===== src/hw/acc_defines.vh =====
// Register map, field positions, reset values and codes of the conversion control block
`ifndef ACC_DEFINES_VH
`define ACC_DEFINES_VH
`define ACC_OFF_SC1        12'h000
`define ACC_OFF_SC2        12'h004
`define ACC_OFF_RESH       12'h008
`define ACC_OFF_RESL       12'h00c
`define ACC_OFF_CMPV       12'h010
`define ACC_OFF_IRQSTAT    12'h014
`define ACC_OFF_IRQMASK    12'h018
`define ACC_SC1_DONE       7
`define ACC_SC1_IEN        6
`define ACC_SC1_CONT       5
`define ACC_SC2_ACTIVE     7
`define ACC_SC2_TRIG       6
`define ACC_SC2_CMPEN      5
`define ACC_SC2_CMPGT      4
`define ACC_SC1_RESET      8'h1f
`define ACC_SC2_RESET      8'h00
`define ACC_SEL_LASTCH     5'h1b
`define ACC_SEL_RSVD       5'h1c
`define ACC_SEL_HIGH_REFERENCE      5'h1d
`define ACC_SEL_LOW_REFERENCE      5'h1e
`define ACC_SEL_OFF        5'h1f
`define ACC_EV_DONE        0
`define ACC_EV_ABORT       1
`define ACC_EV_TRIGMISS    2
`endif


===== src/hw/acc_conversion_control.v =====
// Conversion control and status logic with APB register access
//
// Overview of operation
// - Control write aborts and, unless off, restarts (software trigger) or re-arms (hardware trigger); when already armed it re-arms under either trigger
// - Compare off: every finish sets done flag
// - Compare on: done set only if compare true
// - Control write or low result read clears done
// - Done flag with enable raises interrupt
// - Single mode: one conversion per start
// - Continuous mode: back-to-back conversions after start
// - Input select sits in bits 4 to 0
// - Codes map channels, references, reserved, off
// - Off code powers down and isolates input
// - Off code stops continuous without extra conversion
// - Single mode returns to low power after finish
// - Trigger select picks software or hardware start
// - Compare direction: greater-equal or less-than
// - Active flag set on start, cleared on end
//
// Register access over APB and the placing of the registers were left to the implementer.
`timescale 1ns/1ns
`include "acc_defines.vh"
module acc_conversion_control #(
   parameter NCH  = 28,
   parameter RESW = 10
) (
   input  wire            clk,
   input  wire            rstn,
   input  wire            psel,
   input  wire            penable,
   input  wire            pwrite,
   input  wire [11:0]     paddr,
   input  wire [31:0]     pwdata,
   output reg  [31:0]     prdata,
   output wire            pready,
   output wire            pslverr,
   input  wire            hwConversionTrigger,
   output reg             convStart,
   output reg             convAbort,
   input  wire            convComplete,
   input  wire [RESW-1:0] convResult,
   output wire            converterPowerOn,
   output wire [NCH-1:0]  analogChannelSelect,
   output wire            highReferenceSelect,
   output wire            lowReferenceSelect,
   output wire            doneIrq,
   output wire            eventIrq
);
   localparam ST_IDLE  = 2'd0;
   localparam ST_ARMED = 2'd1;
   localparam ST_CONV  = 2'd2;

   reg  [1:0]      state_q;
   reg  [1:0]      state_d;
   reg             doneFlag_q;
   reg             irqEnable_q;
   reg             contEnable_q;
   reg  [4:0]      inputSelect_q;
   reg             trigSel_q;
   reg             cmpEnable_q;
   reg             cmpGreater_q;
   reg  [RESW-1:0] cmpValue_q;
   reg  [RESW-1:0] result_q;
   reg             trigPrev_q;
   reg  [2:0]      irqMask_q;
   wire            access;
   wire            wrSc1;
   wire            rdResL;
   wire            rdStat;
   wire            moduleOff;
   wire            trigRise;
   wire            compareTrue;
   wire            completeAccept;
   wire            latchResult;
   wire [2:0]      evStatus;
   reg  [2:0]      evPulse;
   reg             mapped;

   // Bus access decode; slave always answers in the access cycle
   assign access  = psel & penable;
   assign pready  = 1'b1;
   assign pslverr = access & ~mapped;
   assign wrSc1   = access & pwrite & (paddr == `ACC_OFF_SC1);
   assign rdResL  = access & ~pwrite & (paddr == `ACC_OFF_RESL);
   assign rdStat  = access & ~pwrite & (paddr == `ACC_OFF_IRQSTAT);

   // Input code decoding to the analog source enables
   acc_input_decode #(
      .NCH (NCH)
   ) u_decode (
      .inputSelect   (inputSelect_q),
      .channelEnable (analogChannelSelect),
      .highRefEnable (highReferenceSelect),
      .lowRefEnable  (lowReferenceSelect),
      .moduleOff     (moduleOff)
   );

   // Hardware trigger rising edge, ignored under software triggering
   assign trigRise = hwConversionTrigger & ~trigPrev_q & trigSel_q;

   // Compare condition in either direction
   assign compareTrue = cmpGreater_q ? (convResult >= cmpValue_q)
                                     : (convResult <  cmpValue_q);

   // A completion counts only while converting and not cut off by a write
   assign completeAccept = convComplete & (state_q == ST_CONV) & ~wrSc1;
   assign latchResult    = completeAccept & (~cmpEnable_q | compareTrue);

   // Conversion sequencer
   always @* begin
      state_d   = state_q;
      convStart = 1'b0;
      convAbort = 1'b0;
      case (state_q)
         ST_IDLE: begin
            if (wrSc1 && pwdata[4:0] != `ACC_SEL_OFF) begin
               if (trigSel_q) begin
                  state_d = ST_ARMED;
               end else begin
                  state_d   = ST_CONV;
                  convStart = 1'b1;
               end
            end
         end
         ST_ARMED: begin
            if (wrSc1) begin
               state_d = (pwdata[4:0] == `ACC_SEL_OFF) ? ST_IDLE : ST_ARMED;
            end else if (trigRise) begin
               state_d   = ST_CONV;
               convStart = 1'b1;
            end
         end
         ST_CONV: begin
            if (wrSc1) begin
               convAbort = 1'b1;
               if (pwdata[4:0] == `ACC_SEL_OFF) begin
                  state_d = ST_IDLE;
               end else if (trigSel_q) begin
                  state_d = ST_ARMED;
               end else begin
                  convStart = 1'b1;
               end
            end else if (convComplete) begin
               if (contEnable_q) begin
                  convStart = 1'b1;
               end else begin
                  state_d = trigSel_q ? ST_ARMED : ST_IDLE;
               end
            end
         end
         default: begin
            state_d = ST_IDLE;
         end
      endcase
   end

   // Converter powered only while a conversion runs
   assign converterPowerOn = (state_q == ST_CONV) & ~moduleOff;

   // State, edge history and result capture
   always @(posedge clk or negedge rstn) begin
      if (!rstn) begin
         state_q    <= ST_IDLE;
         trigPrev_q <= 1'b0;
         result_q   <= {RESW{1'b0}};
      end else begin
         state_q    <= state_d;
         trigPrev_q <= hwConversionTrigger;
         if (latchResult) begin
            result_q <= convResult;
         end
      end
   end

   // Done flag: completion set wins over the read clear
   always @(posedge clk or negedge rstn) begin
      if (!rstn) begin
         doneFlag_q <= 1'b0;
      end else if (latchResult) begin
         doneFlag_q <= 1'b1;
      end else if (wrSc1 || rdResL) begin
         doneFlag_q <= 1'b0;
      end
   end

   assign doneIrq = doneFlag_q & irqEnable_q;

   // Software-writable control registers
   always @(posedge clk or negedge rstn) begin
      if (!rstn) begin
         irqEnable_q   <= |(`ACC_SC1_RESET & 8'h40); // Enable bit of the reset value
         contEnable_q  <= 1'b0;
         inputSelect_q <= `ACC_SEL_OFF;
         trigSel_q     <= 1'b0;
         cmpEnable_q   <= 1'b0;
         cmpGreater_q  <= 1'b0;
         cmpValue_q    <= {RESW{1'b0}};
         irqMask_q     <= 3'h0;
      end else if (access && pwrite) begin
         case (paddr)
            `ACC_OFF_SC1: begin
               irqEnable_q   <= pwdata[`ACC_SC1_IEN];
               contEnable_q  <= pwdata[`ACC_SC1_CONT];
               inputSelect_q <= pwdata[4:0];
            end
            `ACC_OFF_SC2: begin
               trigSel_q    <= pwdata[`ACC_SC2_TRIG];
               cmpEnable_q  <= pwdata[`ACC_SC2_CMPEN];
               cmpGreater_q <= pwdata[`ACC_SC2_CMPGT];
            end
            `ACC_OFF_CMPV: begin
               cmpValue_q <= pwdata[RESW-1:0];
            end
            `ACC_OFF_IRQMASK: begin
               irqMask_q <= pwdata[2:0];
            end
            default: begin
               irqMask_q <= irqMask_q;
            end
         endcase
      end
   end

   // Events for the sticky status register
   always @* begin
      evPulse = 3'h0;
      evPulse[`ACC_EV_DONE]     = latchResult;
      evPulse[`ACC_EV_ABORT]    = convAbort;
      evPulse[`ACC_EV_TRIGMISS] = trigRise & (state_q == ST_CONV);
   end

   acc_event_flags #(
      .N (3)
   ) u_events (
      .clk        (clk),
      .rstn       (rstn),
      .eventPulse (evPulse),
      .clearAll   (rdStat),
      .mask       (irqMask_q),
      .status     (evStatus),
      .irq        (eventIrq)
   );

   // Read data and address map
   always @* begin
      prdata = 32'h0;
      mapped = 1'b1;
      case (paddr)
         `ACC_OFF_SC1: begin
            prdata[7:0] = {doneFlag_q, irqEnable_q, contEnable_q, inputSelect_q};
         end
         `ACC_OFF_SC2: begin
            prdata[7:0] = {(state_q == ST_CONV), trigSel_q, cmpEnable_q,
                           cmpGreater_q, 4'h0};
         end
         `ACC_OFF_RESH: begin
            prdata[RESW-9:0] = result_q[RESW-1:8];
         end
         `ACC_OFF_RESL: begin
            prdata[7:0] = result_q[7:0];
         end
         `ACC_OFF_CMPV: begin
            prdata[RESW-1:0] = cmpValue_q;
         end
         `ACC_OFF_IRQSTAT: begin
            prdata[2:0] = evStatus;
         end
         `ACC_OFF_IRQMASK: begin
            prdata[2:0] = irqMask_q;
         end
         default: begin
            mapped = 1'b0;
         end
      endcase
   end
endmodule


===== src/hw/acc_input_decode.v =====
// Decoder from the input-select code to the analog source enables
`timescale 1ns/1ns
`include "acc_defines.vh"
module acc_input_decode #(
   parameter NCH = 28
) (
   input  wire [4:0]     inputSelect,
   output reg  [NCH-1:0] channelEnable,
   output reg            highRefEnable,
   output reg            lowRefEnable,
   output reg            moduleOff
);
   // Codes up to and including the last channel pick that channel; codes 1d and 1e pick the references
   always @* begin
      channelEnable = {NCH{1'b0}};
      highRefEnable = 1'b0;
      lowRefEnable  = 1'b0;
      moduleOff     = 1'b0;
      if (inputSelect <= `ACC_SEL_LASTCH) begin
         channelEnable[inputSelect] = 1'b1;
      end else if (inputSelect == `ACC_SEL_HIGH_REFERENCE) begin
         highRefEnable = 1'b1;
      end else if (inputSelect == `ACC_SEL_LOW_REFERENCE) begin
         lowRefEnable = 1'b1;
      end else if (inputSelect == `ACC_SEL_OFF) begin
         moduleOff = 1'b1;
      end
   end
endmodule


===== src/hw/acc_event_flags.v =====
// Sticky event flags with clear-on-read and a mask onto one interrupt line
`timescale 1ns/1ns
module acc_event_flags #(
   parameter N = 3
) (
   input  wire         clk,
   input  wire         rstn,
   input  wire [N-1:0] eventPulse,
   input  wire         clearAll,
   input  wire [N-1:0] mask,
   output wire [N-1:0] status,
   output wire         irq
);
   reg [N-1:0] status_q;
   // A set in the clearing cycle wins over the clear
   always @(posedge clk or negedge rstn) begin
      if (!rstn) begin
         status_q <= {N{1'b0}};
      end else begin
         status_q <= (clearAll ? {N{1'b0}} : status_q) | eventPulse;
      end
   end
   assign status = status_q;
   assign irq    = |(status_q & mask);
endmodule


===== config.mk =====
export PLATFORM = sky130hd
export DESIGN_NAME = acc_conversion_control
export DESIGN_NICKNAME = d
export VERILOG_FILES = /design/src/hw/acc_conversion_control.v /design/src/hw/acc_input_decode.v /design/src/hw/acc_event_flags.v
export VERILOG_INCLUDE_DIRS = /design/src /design/src/hw
export SDC_FILE = /design/constraint.sdc
export NUM_CORES = 1
export LEC_CHECK = 0
export BUFFER_PORTS_ARGS = -buffer_cell sky130_fd_sc_hd__buf_2
export CAP_MARGIN = 20
export CORE_UTILIZATION = 52
export CTS_BUF_LIST = sky130_fd_sc_hd__clkbuf_4 sky130_fd_sc_hd__clkbuf_8
export CTS_CLUSTER_SIZE = 16
export DETAILED_ROUTE_END_ITERATION = 10
export HOLD_SLACK_MARGIN = 0.15
export PLACE_DENSITY = 0.95
export SYNTH_ARGS = -nofsm -noshare
export SYNTH_HDL_FRONTEND = slang
export SYNTH_SLANG_ARGS = --single-unit
export TNS_END_PERCENT = 20

===== constraint.sdc =====
create_clock -name clk -period 11.05 [get_ports clk]
set_input_delay 3.315 -clock clk [delete_from_list [all_inputs] [get_ports clk]]
set_output_delay 3.315 -clock clk [all_outputs]
set_load 0.02 [all_outputs]

==> impl_metrics.csv, run 1 <==
group,metric,value,unit
status,status,"finished clean",
sta,timing.final.max_slew_violations,0,
die,die_w,74.46,µm
clock_tree,htree_levels,2,
grt,grt_max_degree,41,
detailed_routing,drt-wirelength-per-cell,15.42,µm
yosys,synth-async-reset-ratio,100.0,%
yosys,synth.top_cell.area_share,32.08,%
die,start_util,53.80,%
place,io_buffer_count,84,
finish,layout-drive-gt1-share,35.37,%
finish,mostFrequentLayoutCell,"buf_2",
grt,global_route.usage.total,26.60,%
yosys,yosysUniqueCellTypes,45,
sta,final.hold.worst_slack,519.6,ps
grt,grt_pass1_wl,10900,µm
setup_path,timing.setup.critical_path_class,"in2out",
yosys,synth_top_family_by_area,"simple AND/OR/NAND/NOR gates",
sta,setup-tns-final,0,ps
place,placed_cells,438,
sta,grt_setup_unrepaired,"false",
finish,layout.filler_cells,416,
setup_path,critPathLaunchType,"input pin",
clock_tree,tritoncts,"yes",
sta,maxSlewHeadroom,28.52,%
setup_path,arrival,5720,ps
yosys,synth.largest_area_cell,"dfrtp_1",
finish,synthesis_to_layout_area_growth,16.91,%
die,std_cell_rows,26,
sta,final_critical_path_share_of_the_clock_period,81.75,%
setup_path,biggest_fanout_along_the_worst_timing_path,18,
sta,final_critical_path_setup_slack,2016,ps
yosys,synth_edf_count,0,
setup_path,critical_path.cell_chain,"buf_2, or4_4, nor4b_4, nand4_4, nor4_1, a21o_1, buf_2",
yosys,synth-seq-cells,40,
power_and_ir_drop,p_per_area,89.84,mW/mm²
yosys,post_synth_and_or_nand_nor_area_fraction,23.92,%
run,cap_violations,0,
power_and_ir_drop,report.power.total,0.0002868,W
place,gp_congestion,0.8491,
detailed_routing,drt_drc_violations_left,0,
hold_path,hp_class,"reg2reg",
finish,stdcell_count,446,
place,preCtsSetupSlack,2045,ps
finish,fin_nets,446,
detailed_routing,count_of_vias_placed_by_the_detailed_router,2523,
yosys,ys.flop_type,"dfrtp_1",
clock_tree,ctsLongestPathBuffers,2,
die,floorplan.die_area,0.005544,mm²
yosys,synth-compound-area-share,11.00,%
yosys,seq_area_frac_synth,36.89,%
sta,hold_viol,0,
clock_tree,cts_root_buffer,"clkbuf_8",
clock_tree,postCtsResizedCells,0,
yosys,synth_mux_area_share,12.69,%
power_and_ir_drop,total_leakage_power,1.673,nW
sta,finalWorstPathRequiredPeriod,9034,ps
setup_path,slowest_delay,720,ps
clock_tree,clock-sinks,40,
clock_tree,worstSkewPairLatency,300,ps
sta,finalSetupViolations,0,
setup_path,worst_path_max_delay_cell,"nor4b_4",
yosys,post_synth_fa_ha_maj_area_fraction,4.583,%
clock_tree,cts_hold_repair.buffers,0,
detailed_routing,post_drt_via_cell_ratio,5.657,
setup_path,cpMostUsedCell,"buf_2",
grt,global_route.overflow_total,0,
clock_tree,numCtsBuffers,5,
grt,grt_pass1_vias,2352,
grt,antenna_found_initial,0,
sta,finClkSkew,7.500,ps
detailed_routing,first_pass_iters,7,
power_and_ir_drop,peakVddDrop,0.05123,mV
yosys,cell_count_after_synthesis,297,
place,place.detailed.hpwl,5225,µm
detailed_routing,drtIter0Drc,233,
yosys,synth-xor-area-share,0,%
die,boundaryPins,130,
setup_path,worst_path_required_time,7740,ps
die,core_region_area,0.005075,mm²
finish,most-common-layout-cells,"buf_2 (84), dfrtp_1 (35), nor2_1 (33)",
sta,maxClockFrequency,110.7,MHz
die,die_y,74.46,µm
yosys,syn_avg_cell_area,9.192,µm²
clock_tree,post_cts_buffers,0,
setup_path,critPathTopFamily,"simple AND/OR/NAND/NOR gates",
finish,num_antenna_cells,0,
yosys,syn_area,0.002730,mm²
setup_path,crit_path_end_kind,"primary output",
sta,worst-slew-pin-transition,1064,ps
yosys,yosys_warnings,0,
detailed_routing,finalWirelength,6879,µm
detailed_routing,antenna_left,0,
yosys,synth_area_leaders,"dfrtp_1 (32%), mux2_2 (7.0%), buf_4 (6.3%), mux2_4 (4.9%), dfstp_2 (4.8%)",
clock_tree,clk_transition_reported_paths,70,ps
setup_path,worst-path-buf-inv,2,
registers in the layout, indices dropped and copies added (netlist names):
signal           cells
trigSel_q            1
cmpEnable_q          1
cmpGreater_q         1
state_q              2
doneFlag_q           1
cmpValue_q          10
trigPrev_q           1
u_events.status      3
irqMask_q            3
irqEnable_q          1
result_q            10
contEnable_q         1
inputSelect_q        5
per-stage QoR:
| stage | instance area, µm² | utilization, % |
|---|---|---|
| after floorplan | 2809 | - |
| after global placement | 3094 | 60.97 |
| after detailed placement | 3094 | 60.97 |
| after CTS | 3192 | 62.89 |
| after global routing | 3192 | 62.89 |
| final | 3192 | 62.89 |
Yosys cell counts, drive strengths merged, types with 2 or more instances:
cell type,instances
mux2i,2
nor4,5
nand2,31
dfrtp,35
nand2b,9
nand4,3
clkbuf,10
conb,2
nand3,10
a21oi,6
buf,26
o22ai,2
o21ai,14
nor2,33
nand3b,3
ha,10
a21o,3
nor3,17
mux2,26
dfstp,5
inv,14
or3,4
a22oi,6
a222oi,7
worst register-to-register path: stages, from the launching register on:
cell	delay [ps]
dfrtp_1	390
inv_1	90
ha_1	260
a21oi_1	210
a211oi_1	110
nor3_1	240
mux2i_1	320
nor2_1	70
buf_4	210
mux2_4	320
per-layer routing:
layer | up-vias | routed length (µm) | GRT usage (%)
met5 | - | 0 | 0
met4 | 0 | 110 | 9.853
met3 | 14 | 559 | 7.859
met2 | 153 | 3362 | 44.54
met1 | 1193 | 2846 | 32.47
li1 | 1163 | - | -
final timing paths:
check / start / to / slack (ps) / cells after the start
setup / recovery: paddr[1] / convStart / 2020 / 7
hold / removal: result_q[5]$_DFFE_PN0P_ / result_q[5]$_DFFE_PN0P_ / 520 / 1
setup reg to reg: cmpValue_q[4]$_DFFE_PN0P_ / result_q[6]$_DFFE_PN0P_ / 8720 / 9
hold reg to reg: result_q[5]$_DFFE_PN0P_ / result_q[5]$_DFFE_PN0P_ / 520 / 1
max in group asynchronous: rstn / u_events.status[2]$_DFF_PN0_ / 7370 / 1
min in group asynchronous: rstn / cmpValue_q[0]$_DFFE_PN0P_ / 3130 / 1
kinds of logic (layout without fill, tap and decap cells):
family / after synthesis / count (layout)
muxes: 28 / 28
AOI/OAI and AO/OA: 44 / 44
other: 2 / 23
adders and majority gates: 10 / 10
DFF: 40 / 40
and+or+nand+nor: 123 / 123
buffers and inverters: 50 / 108
area by class of cell:
type | count | area (µm²) | area share (%)
multi-input combinational | 228 | 1511 | 47.35
sequential | 40 | 1007 | 31.56
timing repair buffer | 86 | 435.4 | 13.64
clock buffer | 8 | 97.59 | 3.058
tap | 70 | 87.58 | 2.744
inverter | 14 | 52.55 | 1.646
report_power, final:
part	total [W]	switching, W	leakage (nW)	internal [W]
Clock	0.000108	0.0000521	0.0523	0.0000559
Combinational	0.0000294	0.0000204	1.13	0.00000896
Sequential	0.000149	0.00000192	0.487	0.000148
Power figures use the tool's default switching activity.
==> run 2, diff against run 1 <==
- ABC_AREA: unset -> 1
- CORE_UTILIZATION: 52 -> 49
- clock period: 11.05 -> 8.9 ns (I/O delays scaled with it)
==> run 2 against run 1 <==
Wire length up 0.92%; die area up 12%; total power up 56%; critical path depth up 4; sequential cell count unchanged; clock power up 16%; via count up 12%; cell area up 4.6%; count of clock-buffer cells in the layout down 2; worst hold slack worse by 41 ps; synthesized cell count up 34%; highest routed layer unchanged.
==> impl_metrics.csv, run 2 <==
group,metric,value,unit
status,status,"finished clean",
clock_tree,worstSkewPairLatency,300,ps
yosys,seq_area_frac_synth,34.85,%
yosys,synth.largest_area_cell,"dfrtp_1",
detailed_routing,post_drt_via_cell_ratio,5.125,
place,gp_congestion,0.9105,
sta,timing.final.max_slew_violations,0,
die,boundaryPins,130,
sta,final_critical_path_share_of_the_clock_period,75.52,%
setup_path,arrival,4050,ps
die,die_w,78.80,µm
yosys,syn_avg_cell_area,7.280,µm²
sta,finalWorstPathRequiredPeriod,6722,ps
setup_path,timing.setup.critical_path_class,"in2out",
yosys,synth.most_common_cell,"nand2_1",
yosys,cell_count_after_synthesis,397,
place,dpl-instance-area,0.003246,mm²
die,core_region_area,0.005608,mm²
finish,num_antenna_cells,0,
yosys,yosys_warnings,0,
clock_tree,postCtsResizedCells,0,
yosys,synth-seq-cells,40,
detailed_routing,first_pass_iters,4,
detailed_routing,drtIter0Drc,225,
clock_tree,post_cts_buffers,0,
yosys,ys.flop_type,"dfrtp_1",
clock_tree,tritoncts,"yes",
detailed_routing,drt_drc_violations_left,0,
grt,grt_max_degree,41,
grt,global_route.overflow_total,0,
yosys,synth_area_leaders,"dfrtp_1 (30%), nand2_1 (14%), buf_4 (6.2%), nor2_1 (6.2%), inv_1 (6.1%)",
setup_path,r2r-end,"result_q[4]$_DFFE_PN0P_",
power_and_ir_drop,peakVddDrop,0.1289,mV
grt,grt_pass1_vias,2589,
grt,antenna_found_initial,0,
sta,maxClockFrequency,148.8,MHz
place,io_buffer_count,84,
clock_tree,clk_transition_reported_paths,70,ps
hold_path,hold_path_depth,2,
clock_tree,ctsLongestPathBuffers,2,
yosys,synth.top_cell.area_share,30.30,%
die,start_util,51.54,%
clock_tree,cts_root_buffer,"clkbuf_8",
finish,layout-drive-gt1-share,27.92,%
finish,most-common-layout-cells,"nand2_1 (104), buf_2 (84), nor2_1 (48)",
sta,finClkSkew,7.810,ps
grt,grt_pass1_wl,11160,µm
grt,global_route.usage.total,23.05,%
hold_path,hp_class,"reg2reg",
power_and_ir_drop,report.power.total,0.0004478,W
setup_path,crit_path_end_kind,"primary output",
sta,maxSlewHeadroom,42.40,%
finish,synthesis_to_layout_area_growth,15.50,%
finish,mostFrequentLayoutCell,"nand2_1",
detailed_routing,top_layer_used,"met4",
place,place.detailed.hpwl,5454,µm
yosys,synth_edf_count,0,
clock_tree,clock-sinks,40,
clock_tree,htree_levels,2,
sta,final.hold.worst_slack,478.3,ps
sta,hold_viol,0,
clock_tree,numCtsBuffers,5,
die,std_cell_rows,27,
die,die_y,78.80,µm
setup_path,worst_path_required_time,6230,ps
power_and_ir_drop,p_per_area,134.1,mW/mm²
detailed_routing,finalWirelength,6942,µm
finish,layout_top_registers,"cmpValue_q x10, result_q x10, inputSelect_q x5",
hold_path,worstHoldStart,"result_q[5]$_DFFE_PN0P_",
detailed_routing,antenna_left,0,
sta,setup-tns-final,0,ps
power_and_ir_drop,total_leakage_power,1.874,nW
die,floorplan.die_area,0.006209,mm²
finish,final_cell_area,0.003338,mm²
yosys,synth_top_cells_by_count,"nand2_1 (104), nor2_1 (48), inv_1 (47), dfrtp_1 (35), nand3_1 (28)",
detailed_routing,drt-met1-wl,2817,µm
run,cap_violations,0,
yosys,synth-async-reset-ratio,100.0,%
detailed_routing,wl_met3,503,µm
detailed_routing,wl_met2,3420,µm
detailed_routing,drt-wirelength-per-cell,12.58,µm
sta,finalSetupViolations,0,
sta,worst-slew-pin-transition,864.0,ps
clock_tree,cts_hold_repair.buffers,0,
setup_path,critPathLaunchType,"input pin",
yosys,yosysUniqueCellTypes,37,
sta,grt_setup_unrepaired,"false",
detailed_routing,count_of_vias_placed_by_the_detailed_router,2829,
setup_path,r2r_setup_slack,6820,ps
finish,fin_nets,550,
setup_path,worstReg2RegStart,"cmpValue_q[9]$_DFFE_PN0P_",
setup_path,biggest_fanout_along_the_worst_timing_path,22,
yosys,syn_area,0.002890,mm²
hold_path,worstHoldEndpoint,"result_q[5]$_DFFE_PN0P_",
setup_path,ff2ff_path_depth,12,
==> run 2: changes by cell type in the layout (fill, tap and decap cells not counted), moves of 8 or more <==
cell	before	now
inv_1	14	47
nor2_1	33	48
nor3_1	16	2
o21ai_1	0	8
nand2_1	31	104
nand3_1	9	28
mux2_2	17	0
nand4_1	2	10
mux2_4	9	0
nand2b_1	9	0
==> run 2: kinds of logic (layout without fill, tap and decap cells) <==
| logic type | Yosys count | count (layout) | synth area share, % |
|---|---|---|---|
| simple gates | 216 | 216 | 35.32 |
| buf+inv | 82 | 144 | 14.89 |
| compound gates | 47 | 47 | 10.35 |
| flops | 40 | 40 | 34.85 |
| fa+ha+maj | 10 | 10 | 4.329 |
| other cells | 2 | 23 | 0.2598 |
==> run 2: where the power goes <==
group	switching, W	internal (W)	total, W
clock network	0.0000632	0.0000618	0.000125
logic	0.0000700	0.0000324	0.000102
registers	0.0000150	0.000205	0.000220
==> run 2: final cells by class <==
cell class	count	area [µm²]
clock buffers	6	82.58
multi-input cells	296	1531
well taps	72	90.09
inverters	52	196.4
fillers	497	2270
clock inverters	2	10.01
repair buffers	84	420.4
flip-flops and latches	40	1007
==> run 2: worst max-delay path: stages <==
cell	delay, ps
buf_2	100
nor2_2	140
nand2_4	110
nor2_8	180
nand3_4	220
o21ai_0	140
o21ai_1	80
nand2_1	110
nand3_2	80
nand2_1	70
buf_2	160
==> run 2: stage by stage <==
stage                     setup slack (ps)  utilization (%)  std cells
after global routing                  2062            59.53        552
after CTS                             2174            59.53        552
after detailed placement              2186            57.88        544
after global placement                2186            57.88        544
final                                 2178            59.53        552
after floorplan                       2484                -        418
==> run 2: worst max-delay path by stage <==
stage,from,endpoint,slack (ps),depth (start not counted)
global route,paddr[7],convStart,2060,11
finish,paddr[11],convStart,2180,11
detailed placement,paddr[9],convStart,2190,11
global placement,paddr[11],convStart,2190,11
CTS,paddr[9],convStart,2170,11
floorplan,paddr[2],pslverr,2480,6
==> run 2: layer usage <==
| layer | global-route usage (%) | vias to the layer above |
|---|---|---|
| met5 | 0 | - |
| met4 | 10.00 | 0 |
| met3 | 5.057 | 22 |
| met2 | 39.30 | 128 |
| met1 | 27.86 | 1295 |
| li1 | - | 1384 |
==> run 3, diff against run 2 <==
- CORE_UTILIZATION: 49 -> 44
- PLACE_DENSITY: 0.95 -> 0.91
- clock period: 8.9 -> 5.7 ns (I/O delays scaled with it)
==> run 3 against run 2 <==
Cell area rose by 0.75%; largest power group unchanged; worst setup slack worse by 1300 ps; critical path depth unchanged; non-clock buffer count stayed put; worst hold slack improved by 3.5 ps.
==> impl_metrics.csv, run 3 (synthesis results as in run 2) <==
group,metric,value,unit
setup_path,timing.critical_path.depth,11,
grt,grt_pass1_vias,2764,
clock_tree,tritoncts,"yes",
detailed_routing,antenna_left,0,
hold_path,hp_class,"reg2reg",
clock_tree,postCtsResizedCells,0,
sta,timing.final.max_slew_violations,0,
sta,maxClockFrequency,206.9,MHz
setup_path,critPathTopFamily,"simple AND/OR/NAND/NOR gates",
setup_path,arrival,3120,ps
finish,layout-drive-gt1-share,27.92,%
grt,grt_pass1_wl,12030,µm
finish,fin_nets,550,
sta,finClkSkew,7.199,ps
power_and_ir_drop,peakVddDrop,0.1160,mV
sta,grt_setup_unrepaired,"false",
die,core_region_area,0.006350,mm²
status,status,"finished clean",
finish,layout_top_registers,"cmpValue_q x10, result_q x10, inputSelect_q x5",
clock_tree,cts_root_buffer,"clkbuf_8",
setup_path,worst-path-buf-inv,2,
power_and_ir_drop,p_per_area,220.0,mW/mm²
clock_tree,worstSkewPairLatency,300,ps
clock_tree,ctsLongestPathBuffers,2,
sta,worst-slew-pin-transition,906.9,ps
place,io_buffer_count,84,
setup_path,timing.critical_path.from,"paddr[9]",
detailed_routing,post_drt_via_cell_ratio,5.178,
setup_path,ff2ff_path_depth,11,
setup_path,biggest_fanout_along_the_worst_timing_path,22,
power_and_ir_drop,total_leakage_power,1.882,nW
setup_path,r2r-end,"doneFlag_q$_DFFE_PN0P_",
sta,final_critical_path_share_of_the_clock_period,84.79,%
detailed_routing,drt-wirelength-per-cell,13.04,µm
grt,global_route.usage.total,21.39,%
place,place.detailed.hpwl,5652,µm
grt,antenna_found_initial,0,
die,die_w,83.05,µm
clock_tree,cts_hold_repair.buffers,0,
finish,post-route-util,52.97,%
run,cap_violations,0,
setup_path,critical_path.cell_chain,"buf_2, nor2_2, nand2_4, nor2_8, nand3_4, o21ai_0, o21ai_1, nand2_1, nand3_2, nand2_1, buf_2",
setup_path,timing.setup.critical_path_class,"in2out",
sta,finalSetupViolations,0,
clock_tree,htree_levels,2,
finish,num_antenna_cells,0,
detailed_routing,drt_drc_violations_left,0,
finish,mostFrequentLayoutCell,"nand2_1",
grt,global_route.overflow_total,0,
detailed_routing,finalWirelength,7264,µm
die,std_cell_rows,29,
finish,synthesis_to_layout_area_growth,16.36,%
setup_path,worstReg2RegStart,"cmpValue_q[9]$_DFFE_PN0P_",
setup_path,critPathLaunchType,"input pin",
clock_tree,numCtsBuffers,5,
sta,maxSlewHeadroom,39.54,%
die,boundaryPins,130,
clock_tree,clock-sinks,40,
setup_path,slowest_delay,220,ps
sta,setup-tns-final,0,ps
die,die_y,83.05,µm
sta,hold_viol,0,
die,start_util,45.52,%
setup_path,cp-endpoint,"convStart",
detailed_routing,count_of_vias_placed_by_the_detailed_router,2884,
clock_tree,post_cts_buffers,0,
place,gp_congestion,0.9335,
setup_path,worst_path_required_time,3990,ps
finish,most-common-layout-cells,"nand2_1 (104), buf_2 (84), nor2_1 (48)",
detailed_routing,drtIter0Drc,270,
detailed_routing,first_pass_iters,6,
setup_path,worst_path_max_delay_cell,"nand3_4",
grt,grt_max_degree,41,
sta,finalWorstPathRequiredPeriod,4833,ps
setup_path,r2r_setup_slack,3530,ps
clock_tree,clk_transition_reported_paths,80,ps
die,floorplan.die_area,0.006897,mm²
setup_path,crit_path_end_kind,"primary output",
## run 3: changes by cell type in the layout (fill, tap and decap cells not counted)
cell / change
bufinv_16: +1
clkbuf_4: +1
clkbuf_8: -1
clkinv_2: -1
## run 3: worst reg2reg max path, delay by kind of cell, from the launching register on
family                     cells  cell delay (ps)
adders and majority gates      1              300
buffers and inverters          2              120
DFF                            1              330
and+or+nand+nor                7             1150
AOI/OAI and AO/OA              1              140
## run 3: worst min path at each step
stage,start,to,slack [ps],cells past startpoint
floorplan,result_q[8]$_DFFE_PN0P_,result_q[8]$_DFFE_PN0P_,440,2
global placement,result_q[5]$_DFFE_PN0P_,result_q[5]$_DFFE_PN0P_,460,2
detailed placement,result_q[3]$_DFFE_PN0P_,result_q[3]$_DFFE_PN0P_,460,2
CTS,result_q[3]$_DFFE_PN0P_,result_q[3]$_DFFE_PN0P_,480,2
global route,result_q[7]$_DFFE_PN0P_,result_q[7]$_DFFE_PN0P_,490,2
finish,result_q[4]$_DFFE_PN0P_,result_q[4]$_DFFE_PN0P_,480,2
## run 3: through the flow
step	std cells	power, W	hold slack [ps]	area (µm²)	worst slack [ps]
floorplan	418	0.0004681	442.2	2969	1204
global placement	549	0.0004996	456.2	3252	892.5
detailed placement	549	0.0005052	459.5	3252	859.5
CTS	557	0.0007401	477.4	3363	853.1
global route	557	0.0007746	493.9	3363	713.7
finish	557	0.0007400	481.8	3363	866.8
## run 3: layer usage
layer | part of all wire (%) | routed length [µm] | track usage (%) | vias up
met5 | 0 | 0 | 0 | -
met4 | 1.2 | 89 | 6.897 | 0
met3 | 6.1 | 442 | 4.473 | 8
met2 | 51 | 3740 | 38.82 | 106
met1 | 41 | 2992 | 25.05 | 1378
li1 | - | - | - | 1392
## run 3: layout make-up
type                    count  area (µm²)
multi-input cells         296        1531
repair buffers             84       420.4
fillers                   585        2987
inverters                  52       196.4
clock inverters             2       35.03
flip-flops and latches     40        1007
clock buffers               6       76.32
well taps                  77       96.34
## run 3: power by group
part	total (W)	internal [W]	switching, W	leakage, nW
logic	0.000161	0.0000505	0.000110	1.34
registers	0.000342	0.000321	0.0000210	0.486
clock network	0.000238	0.000135	0.000103	0.0586
total	0.000740	0.000506	0.000234	1.88
